File: src/fsf_pkg.sv
package fsf_pkg;

  // ----------------------------------------------------------------
  // Status word layout
  // ----------------------------------------------------------------
  localparam int unsigned FSF_WORD_W = 16;
  localparam int unsigned FSF_EXC_N = 6;
  localparam int unsigned FSF_POS_INV = 0;
  localparam int unsigned FSF_POS_SUB = 1;
  localparam int unsigned FSF_POS_DIV = 2;
  localparam int unsigned FSF_POS_OVF = 3;
  localparam int unsigned FSF_POS_UNF = 4;
  localparam int unsigned FSF_POS_INX = 5;
  localparam int unsigned FSF_POS_SF = 6;
  localparam int unsigned FSF_POS_ES = 7;
  localparam int unsigned FSF_POS_C0 = 8;
  localparam int unsigned FSF_POS_C1 = 9;
  localparam int unsigned FSF_POS_C2 = 10;
  localparam int unsigned FSF_POS_TOP = 11;
  localparam int unsigned FSF_POS_C3 = 14;
  localparam int unsigned FSF_POS_BUSY_COPY = 15;

  // ----------------------------------------------------------------
  // Reset and initialise values
  // ----------------------------------------------------------------
  localparam logic [3:0] FSF_COND_RESET = 4'h0;
  localparam logic [5:0] FSF_EXC_RESET = 6'h00;
  localparam logic [2:0] FSF_TOP_RESET = 3'h0;
  localparam logic [5:0] FSF_MASK_RESET = 6'h3f;

  // ----------------------------------------------------------------
  // Operation classes as they complete
  // ----------------------------------------------------------------
  typedef enum logic [3:0] {
    FSF_OP_NONE,
    FSF_OP_ARITH,
    FSF_OP_TRIG,
    FSF_OP_COMPARE,
    FSF_OP_COMPARE_SET_FLAGS,
    FSF_OP_EXAMINE,
    FSF_OP_PARTIAL_REMAINDER,
    FSF_OP_LOAD_MOVE,
    FSF_OP_LOAD_ENVIRONMENT,
    FSF_OP_RESTORE_STATE,
    FSF_OP_CLEAR_EXCEPTIONS,
    FSF_OP_UNIT_INITIALISE,
    FSF_OP_SAVE_STATE,
    FSF_OP_CONTROL
  } fsf_op_type;

  // Completion record from the execution pipe
  typedef struct packed {
    fsf_op_type op;
    logic [5:0] exc;
    logic stack_fault;
    logic stack_overflow;
    logic round_up;
    logic sign;
    logic [2:0] class_code;
    logic [2:0] cmp_code;
    logic reduce_incomplete;
    logic [2:0] quotient;
    logic out_of_range;
    logic [2:0] top;
  } fsf_complete_type;

endpackage

File: src/fsf_status_flags.sv
`timescale 1ns/100ps
// How it works
// - Stack fault: flag one shows overflow direction
// - Inexact result: flag one shows round-up
// - Examine: sign to flag one, class elsewhere
// - Remainder: flag two marks incomplete reduction
// - Completed remainder: quotient bits into flags
// - Trig out of range sets flag two
// - Compare encodes result, clears flag one
// - Flag-setting compare touches flag one only
// - Environment load and restore write flags
// - Six sticky exception flags, low bits
// - Unmasked set flag raises error summary
// - Masked exceptions set flag, not summary
// - Exceptions stay until clear, init, save, load, restore
// - Top bit mirrors error summary, read-only
// - Stack fault set, never cleared by invalid
// - Stack fault cleared by init, clear, save
// - Sixteen-bit word follows completed operations
// - Stack pointer sits in bits eleven to thirteen
// - Control mask bits block matching exceptions
module fsf_status_flags
  import fsf_pkg::*;
(
  // Clock and reset
  input wire logic mclk,
  input wire logic nrst,
  // Completion from the execution pipe
  input wire logic done_valid,
  input wire fsf_complete_type done,
  // Memory image for load and restore
  input wire logic [FSF_WORD_W-1:0] image_word,
  // Control word exception masks
  input wire logic [FSF_EXC_N-1:0] exc_mask,
  // Status word and handler request
  output logic [FSF_WORD_W-1:0] fpu_state_word,
  output logic error_summary,
  output logic stack_fault
);

  // ----------------------------------------------------------------
  // State
  // ----------------------------------------------------------------
  logic cond_flag_zero;
  logic cond_flag_one;
  logic cond_flag_two;
  logic cond_flag_three;
  logic [FSF_EXC_N-1:0] exc_flags;
  logic [2:0] top_ptr;
  logic next_c0;
  logic next_c1;
  logic next_c2;
  logic next_c3;

  // Ops that reset flags to their initial state
  function automatic logic is_reinit(input fsf_op_type op);
    return (op == FSF_OP_UNIT_INITIALISE) || (op == FSF_OP_SAVE_STATE);
  endfunction

  // Ops that overwrite the word from memory
  function automatic logic is_reload(input fsf_op_type op);
    return (op == FSF_OP_LOAD_ENVIRONMENT) || (op == FSF_OP_RESTORE_STATE);
  endfunction

  // ----------------------------------------------------------------
  // Condition flag next values
  // ----------------------------------------------------------------
  // Undefined cases hold the old value; software must not rely on it
  always_comb begin
    next_c0 = cond_flag_zero;
    next_c1 = cond_flag_one;
    next_c2 = cond_flag_two;
    next_c3 = cond_flag_three;
    unique case (done.op)
      FSF_OP_ARITH, FSF_OP_LOAD_MOVE: begin
        next_c1 = done.round_up;
      end
      FSF_OP_TRIG: begin
        next_c2 = done.out_of_range;
        if (!done.out_of_range) begin
          next_c1 = done.round_up;
        end
      end
      FSF_OP_COMPARE: begin
        {next_c3, next_c2, next_c0} = done.cmp_code;
        next_c1 = 1'b0;
      end
      FSF_OP_COMPARE_SET_FLAGS: begin
        next_c1 = cond_flag_one;
      end
      FSF_OP_EXAMINE: begin
        next_c1 = done.sign;
        {next_c3, next_c2, next_c0} = done.class_code;
      end
      FSF_OP_PARTIAL_REMAINDER: begin
        next_c2 = done.reduce_incomplete;
        if (!done.reduce_incomplete) begin
          {next_c0, next_c3, next_c1} = done.quotient;
        end
      end
      FSF_OP_LOAD_ENVIRONMENT, FSF_OP_RESTORE_STATE: begin
        next_c0 = image_word[FSF_POS_C0];
        next_c1 = image_word[FSF_POS_C1];
        next_c2 = image_word[FSF_POS_C2];
        next_c3 = image_word[FSF_POS_C3];
      end
      FSF_OP_UNIT_INITIALISE, FSF_OP_SAVE_STATE: begin
        {next_c3, next_c2, next_c1, next_c0} = FSF_COND_RESET;
      end
      default: begin
        next_c0 = cond_flag_zero;
      end
    endcase
    // A stack fault overrides flag one with its direction
    if (done.stack_fault && !is_reload(done.op) && !is_reinit(done.op)) begin
      next_c1 = done.stack_overflow;
    end
  end

  // ----------------------------------------------------------------
  // Condition flag registers
  // ----------------------------------------------------------------
  always_ff @(posedge mclk or negedge nrst) begin
    if (!nrst) begin
      {cond_flag_three, cond_flag_two, cond_flag_one, cond_flag_zero} <= FSF_COND_RESET;
    end else if (done_valid) begin
      cond_flag_zero <= next_c0;
      cond_flag_one <= next_c1;
      cond_flag_two <= next_c2;
      cond_flag_three <= next_c3;
    end
  end

  // ----------------------------------------------------------------
  // Sticky exception flags
  // ----------------------------------------------------------------
  // Flags set even when masked; only the summary honours the mask
  always_ff @(posedge mclk or negedge nrst) begin
    if (!nrst) begin
      exc_flags <= FSF_EXC_RESET;
    end else if (done_valid) begin
      if (is_reload(done.op)) begin
        exc_flags <= image_word[FSF_EXC_N-1:0];
      end else if (is_reinit(done.op) || done.op == FSF_OP_CLEAR_EXCEPTIONS) begin
        exc_flags <= FSF_EXC_RESET;
      end else begin
        exc_flags <= exc_flags | done.exc;
      end
    end
  end

  // ----------------------------------------------------------------
  // Stack fault flag
  // ----------------------------------------------------------------
  // Invalid operand without stack fault leaves this bit alone
  always_ff @(posedge mclk or negedge nrst) begin
    if (!nrst) begin
      stack_fault <= 1'b0;
    end else if (done_valid) begin
      if (is_reload(done.op)) begin
        stack_fault <= image_word[FSF_POS_SF];
      end else if (is_reinit(done.op) || done.op == FSF_OP_CLEAR_EXCEPTIONS) begin
        stack_fault <= 1'b0;
      end else if (done.stack_fault) begin
        stack_fault <= 1'b1;
      end
    end
  end

  // ----------------------------------------------------------------
  // Stack pointer field
  // ----------------------------------------------------------------
  always_ff @(posedge mclk or negedge nrst) begin
    if (!nrst) begin
      top_ptr <= FSF_TOP_RESET;
    end else if (done_valid) begin
      if (is_reload(done.op)) begin
        top_ptr <= image_word[FSF_POS_TOP +: 3];
      end else if (is_reinit(done.op)) begin
        top_ptr <= FSF_TOP_RESET;
      end else begin
        top_ptr <= done.top;
      end
    end
  end

  // ----------------------------------------------------------------
  // Summary and word assembly
  // ----------------------------------------------------------------
  // Summary is derived, so it can never disagree with flags and masks
  assign error_summary = |(exc_flags & ~exc_mask);

  always_comb begin
    fpu_state_word = '0;
    fpu_state_word[FSF_EXC_N-1:0] = exc_flags;
    fpu_state_word[FSF_POS_SF] = stack_fault;
    fpu_state_word[FSF_POS_ES] = error_summary;
    fpu_state_word[FSF_POS_C0] = cond_flag_zero;
    fpu_state_word[FSF_POS_C1] = cond_flag_one;
    fpu_state_word[FSF_POS_C2] = cond_flag_two;
    fpu_state_word[FSF_POS_TOP +: 3] = top_ptr;
    fpu_state_word[FSF_POS_C3] = cond_flag_three;
    fpu_state_word[FSF_POS_BUSY_COPY] = error_summary;
  end

  // ----------------------------------------------------------------
  // Checks
  // ----------------------------------------------------------------
  property p_overflow_dir;
    @(posedge mclk) disable iff (!nrst)
    (done_valid && done.stack_fault && done.op == FSF_OP_ARITH)
      |=> (cond_flag_one == $past(done.stack_overflow)) && stack_fault;
  endproperty
  a_overflow_dir: assert property (p_overflow_dir) else $error("C1 overflow direction wrong");

  property p_round_up;
    @(posedge mclk) disable iff (!nrst)
    (done_valid && !done.stack_fault && done.op == FSF_OP_ARITH)
      |=> cond_flag_one == $past(done.round_up);
  endproperty
  a_round_up: assert property (p_round_up) else $error("round-up flag wrong");

  property p_remainder;
    @(posedge mclk) disable iff (!nrst)
    (done_valid && !done.stack_fault && done.op == FSF_OP_PARTIAL_REMAINDER
      && !done.reduce_incomplete)
      |=> !cond_flag_two && {cond_flag_zero, cond_flag_three, cond_flag_one} == $past(done.quotient);
  endproperty
  a_remainder: assert property (p_remainder) else $error("quotient bits wrong");

  property p_trig_range;
    @(posedge mclk) disable iff (!nrst)
    (done_valid && done.op == FSF_OP_TRIG && done.out_of_range) |=> cond_flag_two;
  endproperty
  a_trig_range: assert property (p_trig_range) else $error("range flag not set");

  property p_compare_clear;
    @(posedge mclk) disable iff (!nrst)
    (done_valid && done.op == FSF_OP_COMPARE && !done.stack_fault) |=> !cond_flag_one;
  endproperty
  a_compare_clear: assert property (p_compare_clear) else $error("compare left C1 set");

  property p_sticky;
    @(posedge mclk) disable iff (!nrst)
    (done_valid && done.op == FSF_OP_ARITH) |=> ((exc_flags & $past(exc_flags)) == $past(exc_flags));
  endproperty
  a_sticky: assert property (p_sticky) else $error("exception flag lost");

  property p_summary;
    @(posedge mclk) disable iff (!nrst)
    error_summary == |(fpu_state_word[FSF_EXC_N-1:0] & ~exc_mask);
  endproperty
  a_summary: assert property (p_summary) else $error("summary disagrees with flags");

  property p_mirror;
    @(posedge mclk) disable iff (!nrst)
    fpu_state_word[FSF_POS_BUSY_COPY] == fpu_state_word[FSF_POS_ES];
  endproperty
  a_mirror: assert property (p_mirror) else $error("bit 15 not mirroring summary");

  property p_init_clear;
    @(posedge mclk) disable iff (!nrst)
    (done_valid && done.op == FSF_OP_UNIT_INITIALISE)
      |=> fpu_state_word == '0;
  endproperty
  a_init_clear: assert property (p_init_clear) else $error("initialise left bits set");

  property p_sf_hold;
    @(posedge mclk) disable iff (!nrst)
    (stack_fault && done_valid && done.op == FSF_OP_ARITH) |=> stack_fault;
  endproperty
  a_sf_hold: assert property (p_sf_hold) else $error("stack fault cleared");

endmodule // fsf_status_flags

File: config.mk
export PLATFORM = sky130hd
export DESIGN_NAME = fsf_status_flags
export DESIGN_NICKNAME = d
export VERILOG_FILES = /design/src/fsf_pkg.sv /design/src/fsf_status_flags.sv
export SDC_FILE = /design/constraint.sdc
export NUM_CORES = 1
export LEC_CHECK = 0
export BUFFER_PORTS_ARGS = -buffer_cell sky130_fd_sc_hd__buf_2
export CORE_MARGIN = 8
export CORE_UTILIZATION = 38
export DETAILED_ROUTE_END_ITERATION = 10
export PLACE_DENSITY = 0.77
export RECOVER_POWER = 25
export SYNTH_ARGS = -nofsm -noshare
export SYNTH_HDL_FRONTEND = slang
export SYNTH_SLANG_ARGS = --single-unit
export TNS_END_PERCENT = 100
File: constraint.sdc
create_clock -name mclk -period 1 [get_ports mclk]
set_input_delay 0.1 -clock mclk [delete_from_list [all_inputs] [get_ports mclk]]
set_output_delay 0.1 -clock mclk [all_outputs]
set_load 0.01 [all_outputs]
==> results.md, run 1 <==
* Status: finished, violations left
* Failing checks: setup timing
* Setup TNS at -1.388 ns
* Final setup violation count at 7
* Clk Latency, worst-skew pair at 0.27 ns
* WL met2 at 1.902 mm
* Crit end category: primary output
* Inserted Clock Buffers at 3
* Total global routing overflow at 0
* FFs w/ async S/R, synth at 100.0%
* Max Cap Violations at 0
* Yosys warns at 0
* Area growth, synth to finish at 73.01%
* Total Routing Usage GR at 14.87%
* Headroom to the max-slew limit at 77.62%
* DIE AREA at 4932 sq um
* Worst-path cell chain: inv_1 > o22ai_2 > a221oi_2 > o221ai_2 > buf_2
* Worst slew pin tran at 0.3316 ns
* First-pass GRT wire length at 6.272 mm
* Sink Count at 14
* Reg2reg end: exc_flags[1]$_DFFE_PN0P_
* Critical Path Source Type: register
* Multi-input logic area at 734.5 sq um
* Final hold viol count at 0
* Number of H-tree levels at 1
* Vias per inst at 5.257
* Number of diodes at 0
* Main flop type after synthesis: dfrtp_1
* Placer Congestion at 0.9274
* Max Fclk at 695.3 MHz
* Synth cell types at 40
* Number of synthesized register bits at 14
* Clock buffer depth at 2
* Worst hold stages at 3
* Dpl hpwl at 2.987 mm
* Setup ws final at -0.4383 ns
* CP max stage delay at 0.38 ns
* Number of synthesized flops with an enable pin at 0
* Overall die width at 70.23 um
* Max VDD drop at 0.7996 mV
* Reg clk slew, reported paths at 0.08 ns
* Starting Density at 40.17%
* Die height at 70.23 um
* CTS tree: done
* Syn avg cell area at 8.038 sq um
* Antenna violations before repair at 0
* Largest net degree at the start of global routing at 15
* Final nets at 284
* Placed cells at 250
* Max FO, Critical Path at 3
* FP Rows at 19
* Min cycle time layout at 1.438 ns
* WHS Endpoint: stack_fault$_DFFE_PN0P_
* Top-level port count at 71
* Critical hold path startpoint: image_word[6]
* Via count at 1,372
* Root buf cell: clkbuf_4
* Residual DRC at 0
* Critical Path RT at 0.90 ns
* Drt initial violations at 27
* Core ar. at 2781 sq um
* Fin cells at 261
* PD cells at 1027 nW/um^2
* Unrepaired setup endpoints after global routing: true
* Metal3 WL at 485 um
* Share of cells above drive strength 1 at 56.09%
* Crit path DAT at 1.34 ns
* R2R cell count at 4
* P_leak at 0.9824 nW
* Slew Viols, Final at 0
* Port Buffers at 68
* Clock skew at 0 ns
* Setup CP Type: reg2out
* Pre-antenna DRT Iters at 4
* Avg WL per Cell at 15.57 um
* Final WL at 4.063 mm
* Area of the mapped netlist at 1117 sq um
* Worst reg2reg setup slack at 0.05 ns
* # fillers at 220
* DRT antenna net count at 0
* Sequential area share after synthesis at 31.35%
* CP max stage cell: dfrtp_1
* Post-route clock period utilization at 143.8%
* Worst min path class: in2reg
* Reg2reg start: exc_flags[1]$_DFFE_PN0P_
* DRT met1 WL at 1.579 mm
* Vias in the first global route at 1,450
* Top Metal Used: met4
* Post-Synthesis Net Count at 192
* Mapped Cells at 139
* Sequential cell area at 350.3 sq um
## logic make-up (layout without fill, tap and decap cells)
| family | count (synthesis) | in the layout | share of synthesized area, % |
|---|---|---|---|
| multiplexers | 3 | 3 | 2.911 |
| AND/OR/NAND/NOR | 50 | 50 | 25.31 |
| flip-flops | 14 | 14 | 31.36 |
| AO/OA/AOI/OAI | 48 | 48 | 28.22 |
| buffers and inverters | 24 | 115 | 12.21 |
## metal layers
metal / global-route usage [%] / vias up
met4: 5.580 / 0
li1: - / 678
met2: 25.45 / 70
met3: 7.345 / 8
met1: 15.11 / 616
met5: 0 / -
## synthesized netlist by cell type (all sizes together) (4+ instances only)
| master | instances | area [sq um] |
|---|---|---|
| dfrtp | 14 | 350.3 |
| a22oi | 5 | 37.54 |
| nand2b | 11 | 71.32 |
| inv | 8 | 30.03 |
| buf | 13 | 95.09 |
| o21ai | 5 | 25.02 |
| nor2b | 4 | 25.02 |
| nor2 | 8 | 30.03 |
| nand2 | 13 | 48.80 |
| a21oi | 22 | 117.6 |
## layout by cell type (no fill, tap or decap), types with 3 or more instances in the layout
cell / instances
buf_6: 12
a21oi_1: 20
clkbuf_4: 3
nand2_1: 12
o21ai_0: 4
a22oi_1: 3
buf_4: 25
inv_1: 7
nand2b_4: 3
nor2_1: 7
buf_12: 3
dfrtp_1: 14
buf_2: 59
nand2b_1: 8
nand3_1: 3
## layout make-up
class,count,share of cell area (%)
Clock buffer,4,1.877
Multi-Input combinational cell,101,37.99
Sequential cell,14,18.12
Inverter,8,1.553
Timing Repair Buffer,103,38.45
Tap cell,31,2.006
## through the flow
stage | setup WS (ns) | utilization, % | area (sq um) | hold WS (ns) | total power [mW]
3_5_place_dp | -0.3846 | 58.12 | 1617 | 0.008326 | 1.430
3_3_place_gp | -0.3683 | 58.12 | 1617 | 0.003577 | 1.416
4_1_cts | -0.4241 | 63.83 | 1775 | 0.05597 | 1.920
2_1_floorplan | -0.2352 | - | 1155 | -0.1956 | 1.132
6_report | -0.4383 | 69.50 | 1933 | 0.06387 | 1.986
5_1_grt | -0.5041 | 69.50 | 1933 | 0.06559 | 2.126
## state kept, by name, indices dropped and copies added (netlist names)
| signal | count |
|---|---|
| exc_flags | 6 |
| top_ptr | 3 |
| cond_flag_one | 1 |
| cond_flag_three | 1 |
| cond_flag_two | 1 |
| cond_flag_zero | 1 |
| stack_fault | 1 |
## worst max-delay path by stage
stage,slack [ns],end,cells after the start,from
floorplan,-0.24,cond_flag_three$_DFFE_PN0P_,5,done[24]
global placement,-0.37,cond_flag_three$_DFFE_PN0P_,6,done[24]
detailed placement,-0.38,cond_flag_three$_DFFE_PN0P_,6,done[26]
CTS,-0.42,fpu_state_word[15],5,exc_flags[5]$_DFFE_PN0P_
global route,-0.50,fpu_state_word[15],5,exc_flags[0]$_DFFE_PN0P_
finish,-0.44,fpu_state_word[15],5,exc_flags[5]$_DFFE_PN0P_
## what timing repair did
action	CTS	global route
setup buffers	1	4
hold endpoints to repair	14	0
hold buffers	1	0
gates resized for setup	27	19
gates cloned	0	3
setup endpoints to repair	16	17
pin swaps	6	7
## where the power goes
group / internal [mW] / switching [mW] / leakage [nW]
Sequential: 0.654 / 0.0545 / 0.160
Combinational: 0.499 / 0.388 / 0.802
Clock: 0.221 / 0.169 / 0.0210
Total: 1.37 / 0.611 / 0.982
## worst max-delay path: cells and delay by family (launching register included)
kind,cells,cell delay [ns]
compound gates,3,0.45
flops,1,0.38
buf+inv,2,0.24
Note: power is estimated with default switching activity, not from simulation.
==> run 2, diff against run 1 <==
- SETUP_SLACK_MARGIN: unset -> 0.1
==> run 2 against run 1 <==
  * The flow still finishes with violations (setup timing)
  * Setup slack got worse by 0.080 ns
  * Count of clock-buffer cells in the layout did not move
  * Core utilization rose by 12 points
  * Global-route usage rose by 1.7 points
  * Final cell count grew 5.7%
  * Sequential share of layout area is 2.7 points lower
  * First-iteration DRC count increased by 96%
  * Combinational power up 30%
  * Via count rose by 6.0%
  * Hold slack lost 0.0041 ns
  * Routed wire length grew 16%
  * Critical endpoint is now error_summary
  * Largest power group unchanged
==> results.md, run 2 (synthesis gave the netlist of run 1 again) <==
* Max Cap Violations at 0
* Starting Density at 40.17%
* Worst-path cell chain: inv_2 > o22ai_2 > a221oi_2 > o221ai_2 > buf_2
* Clock skew at 0 ns
* Share of cells above drive strength 1 at 67.76%
* Clk Latency, worst-skew pair at 0.28 ns
* Slew Viols, Final at 0
* Total Routing Usage GR at 16.59%
* Residual DRC at 0
* Pre-antenna DRT Iters at 4
* Root buf cell: clkbuf_4
* Setup ws final at -0.5182 ns
* Overall die width at 70.23 um
* Number of diodes at 0
* Multi-input logic area at 875.8 sq um
* Final hold viol count at 0
* P_leak at 1.163 nW
* Final setup violation count at 11
* Die height at 70.23 um
* DRT antenna net count at 0
* Status: finished, violations left
* Number of H-tree levels at 1
* Worst min path class: in2reg
* Reg clk slew, reported paths at 0.08 ns
* Inserted Clock Buffers at 3
* DIE AREA at 4932 sq um
* Failing checks: setup timing
* Placer Congestion at 0.8443
* FP Rows at 19
* Max FO, Critical Path at 3
* Most common cell after layout, fill and taps aside: buf_2
* Switching share of power at 31.87%
* Largest net degree at the start of global routing at 15
* Dpl hpwl at 3.019 mm
* Vias per inst at 5.268
* CP max stage delay at 0.41 ns
* P_sw at 723.9 uW
* Area growth, synth to finish at 103.2%
* Fin cells at 276
* Sequential share of power at 31.8%
* CTS tree: done
* Crit path DAT at 1.42 ns
* Sequential cell area at 350.3 sq um
* Drt initial violations at 53
* Largest register FFs at 6
* Final nets at 299
* Via count at 1,454
* Antenna violations before repair at 0
* Min Hold Slack at 0.05974 ns
* Clock share of power at 17.7%
* # fillers at 181
* Pre-CTS setup slack at -0.3732 ns
* Port Buffers at 68
* Sink Count at 14
* Min cycle time layout at 1.518 ns
* Setup CP Type: reg2out
* Most frequent cells in the layout: 55 x buf_2, 27 x buf_4, 25 x buf_6
* Clock buffer depth at 2
* Part of the power in combinational logic at 50.5%
* Crit end category: primary output
* First-pass GRT wire length at 7.051 mm
* Avg WL per Cell at 17.11 um
* Final WL at 4.721 mm
* Critical Path RT at 0.90 ns
* Cell-internal power at 1.548 mW
* Top reg by flops: exc_flags
* Max Fclk at 658.7 MHz
* CP max stage cell: dfrtp_1
* Headroom to the max-slew limit at 77.23%
* Max VDD drop at 0.9198 mV
* Core ar. at 2781 sq um
* Biggest regs: exc_flags x6, top_ptr x3
* Critical Path Source Type: register
* Unrepaired setup endpoints after global routing: true
* Total global routing overflow at 0
* Post-route clock period utilization at 151.8%
* PD cells at 1000 nW/um^2
* Top-level port count at 71
* Worst slew pin tran at 0.3415 ns
* Placed cells at 253
* Vias in the first global route at 1,544
-- run 2: changes by cell type in the layout (fill, tap and decap cells not counted), sizes merged --
cell / change
buf: +17
clkbuf: -2
-- run 2: path summary, 6_finish.rpt --
kind,start,slack [ns],end,depth (start not counted)
max reg2reg,exc_flags[0]$_DFFE_PN0P_,-0.04,exc_flags[0]$_DFFE_PN0P_,5
min reg2reg,cond_flag_one$_DFFE_PN0P_,0.52,cond_flag_one$_DFFE_PN0P_,2
min,image_word[6],0.06,stack_fault$_DFFE_PN0P_,3
max in group asynchronous,nrst,0.48,exc_flags[0]$_DFFE_PN0P_,2
min in group asynchronous,nrst,0.27,exc_flags[3]$_DFFE_PN0P_,2
max,exc_flags[0]$_DFFE_PN0P_,-0.52,error_summary,5
-- run 2: stage by stage --
| stage | utilization (%) | cell area [sq um] | total power [mW] | setup TNS (ns) |
|---|---|---|---|---|
| floorplan | - | 1182 | 1.141 | -1.049 |
| global placement | 59.96 | 1668 | 1.434 | -4.350 |
| detailed placement | 59.96 | 1668 | 1.453 | -4.906 |
| CTS | 72.65 | 2021 | 2.063 | -1.684 |
| global route | 81.65 | 2271 | 2.394 | -2.399 |
| finish | 81.65 | 2271 | 2.272 | -1.955 |
-- run 2: repair_timing --
item,CTS,global route
setup buffers,11,8
pin swaps,15,17
resized for setup,55,40
endpoints found under the setup margin,32,32
hold endpoints to repair,14,0
hold buffers,1,0
-- run 2: critical path, delay by kind of cell (launching register included) --
family                 cells  cell delay, ns
AO/OA/AOI/OAI              3            0.49
buffers and inverters      2            0.24
flip-flops                 1            0.41
-- run 2: final cells by class --
class / instances / area share [%]
timing repair buffer: 118 / 41.38
sequential: 14 / 15.43
clock buffer: 4 / 1.598
tap: 31 / 1.708
inverter: 8 / 1.322
multi-input combinational: 101 / 38.57
-- run 2: metal layers --
layer	global-route usage [%]	wire (um)
met4	6.027	90
met3	4.379	286
met2	29.68	2546
met5	0	0
met1	18.14	1797
-- run 2: power groups by stage --
stage | Sequential, mW | Combinational [mW] | Clock (mW)
after CTS | 0.711 | 0.944 | 0.409
after detailed placement | 0.714 | 0.739 | 0
after global routing | 0.732 | 1.24 | 0.427
final | 0.722 | 1.15 | 0.403
after floorplan | 0.738 | 0.403 | 0
after global placement | 0.707 | 0.727 | 0
==> run 3, diff against run 2 <==
- TNS_END_PERCENT: 100 -> 20
==> run 3 against run 2 <==
  * The flow still finishes with violations (setup timing)
  * Design area fell by 16%
  * Clock skew unchanged
  * Count of clock-buffer cells in the layout down 1
  * Hold slack improved by 0.016 ns
  * Flip-flop and latch count did not move
  * Non-clock buffer count decreased by 18
  * Highest routed layer unchanged
  * Combinational power down 22%
  * Critical path type unchanged
  * Final cell count shrank 6.9%
  * Via count decreased by 6.1%
==> results.md, run 3 (synthesis gave the netlist of run 1 again) <==
* Sink Count at 14
* Number of H-tree levels at 1
* Status: finished, violations left
* Vias per inst at 5.315
* Critical Path RT at 0.90 ns
* Min Hold Slack at 0.07613 ns
* Max VDD drop at 0.8119 mV
* Max Fclk at 709.2 MHz
* Worst min path class: in2reg
* Final hold viol count at 0
* Critical Path Source Type: register
* Total global routing overflow at 0
* Die height at 70.23 um
* First-pass GRT wire length at 6.313 mm
* Port Buffers at 68
* Placed cells at 251
* Pre-CTS setup slack at -0.4158 ns
* Final setup violation count at 8
* Clk Latency, worst-skew pair at 0.27 ns
* P_leak at 0.9673 nW
* Inserted Clock Buffers at 3
* Setup TNS at -1.313 ns
* Min cycle time layout at 1.410 ns
* Drt initial violations at 70
* Most common cell after layout, fill and taps aside: buf_2
* Setup ws final at -0.4100 ns
* Fin cells at 257
* Core ar. at 2781 sq um
* Final core utilization at 68.60%
* Multi-input logic area at 764.5 sq um
* Clock buffer depth at 2
* Root buf cell: clkbuf_4
* Headroom to the max-slew limit at 75.74%
* Largest register FFs at 6
* Unrepaired setup endpoints after global routing: true
* Area growth, synth to finish at 70.77%
* Crit path DAT at 1.31 ns
* Worst slew pin tran at 0.3639 ns
* Finished Cell Area at 1908 sq um
* PD cells at 1000 nW/um^2
* Top reg by flops: exc_flags
* Post-route clock period utilization at 141.0%
* FP Rows at 19
* Setup CP Type: reg2out
* Failing checks: setup timing
* Antenna violations before repair at 0
* Biggest regs: exc_flags x6, top_ptr x3
* DIE AREA at 4932 sq um
* # fillers at 227
* Most frequent cells in the layout: 57 x buf_2, 24 x buf_4, 17 x a21oi_1
* Pre-antenna DRT Iters at 4
* Crit end category: primary output
* Slew Viols, Final at 0
* Residual DRC at 0
* Total Routing Usage GR at 14.98%
* DRT antenna net count at 0
* Vias in the first global route at 1,403
* Clock skew at 0 ns
* Placer Congestion at 0.8908
* Final Power at 1.909 mW
* Max Cap Violations at 0
* Via count at 1,366
* Top-level port count at 71
* Number of diodes at 0
* CTS tree: done
* Dpl hpwl at 2.955 mm
* Reg clk slew, reported paths at 0.08 ns
* Overall die width at 70.23 um
* Largest net degree at the start of global routing at 15
* Worst reg2reg setup slack at 0.16 ns
* Starting Density at 40.17%
* Share of cells above drive strength 1 at 58.85%
* Sequential cell area at 350.3 sq um
* Final nets at 281
* Final WL at 4.095 mm
* Area after DPL at 1627 sq um
* Max FO, Critical Path at 3
* Avg WL per Cell at 15.93 um
run 3: report_power, final:
| group | internal (mW) | switching, mW | total, mW |
|---|---|---|---|
| Clock | 0.139 | 0.160 | 0.299 |
| Sequential | 0.654 | 0.0600 | 0.714 |
| Combinational | 0.496 | 0.400 | 0.896 |
run 3: layer usage:
layer / wire, um / GRT usage, % / up-vias / part of all wire, %
li1: - / - / 671 / -
met1: 1733 / 17.09 / 630 / 42
met2: 1970 / 24.75 / 61 / 48
met3: 358 / 6.073 / 4 / 8.7
met4: 33 / 4.688 / 0 / 0.81
met5: 0 / 0 / - / 0
run 3: final timing paths:
check,startpoint,end,cells past startpoint
max,exc_flags[5]$_DFFE_PN0P_,error_summary,5
min,image_word[6],stack_fault$_DFFE_PN0P_,3
max reg2reg,exc_flags[0]$_DFFE_PN0P_,exc_flags[0]$_DFFE_PN0P_,3
min reg2reg,cond_flag_three$_DFFE_PN0P_,cond_flag_three$_DFFE_PN0P_,1
max in group asynchronous,nrst,exc_flags[3]$_DFFE_PN0P_,2
min in group asynchronous,nrst,exc_flags[0]$_DFFE_PN0P_,2
run 3: area by class of cell:
class	count	share of cell area, %
inverters	8	1.574
clock buffers	3	1.180
repair buffers	100	36.79
multi-input cells	101	40.07
well taps	31	2.033
flip-flops and latches	14	18.36
run 3: critical path, cell delays in order (launching register included):
cell      delay [ns]
dfrtp_1         0.40
inv_1           0.07
o22ai_2         0.06
a221oi_2        0.19
o221ai_2        0.15
buf_2           0.17
run 3: repair_timing:
item / CTS / global route
hold buffers: 1 / 0
setup endpoints to repair: 27 / 31
gates cloned: 0 / 1
pin swaps: 11 / 9
buffers inserted: 0 / 1
hold endpoints to repair: 14 / 0
gates resized for setup: 33 / 24
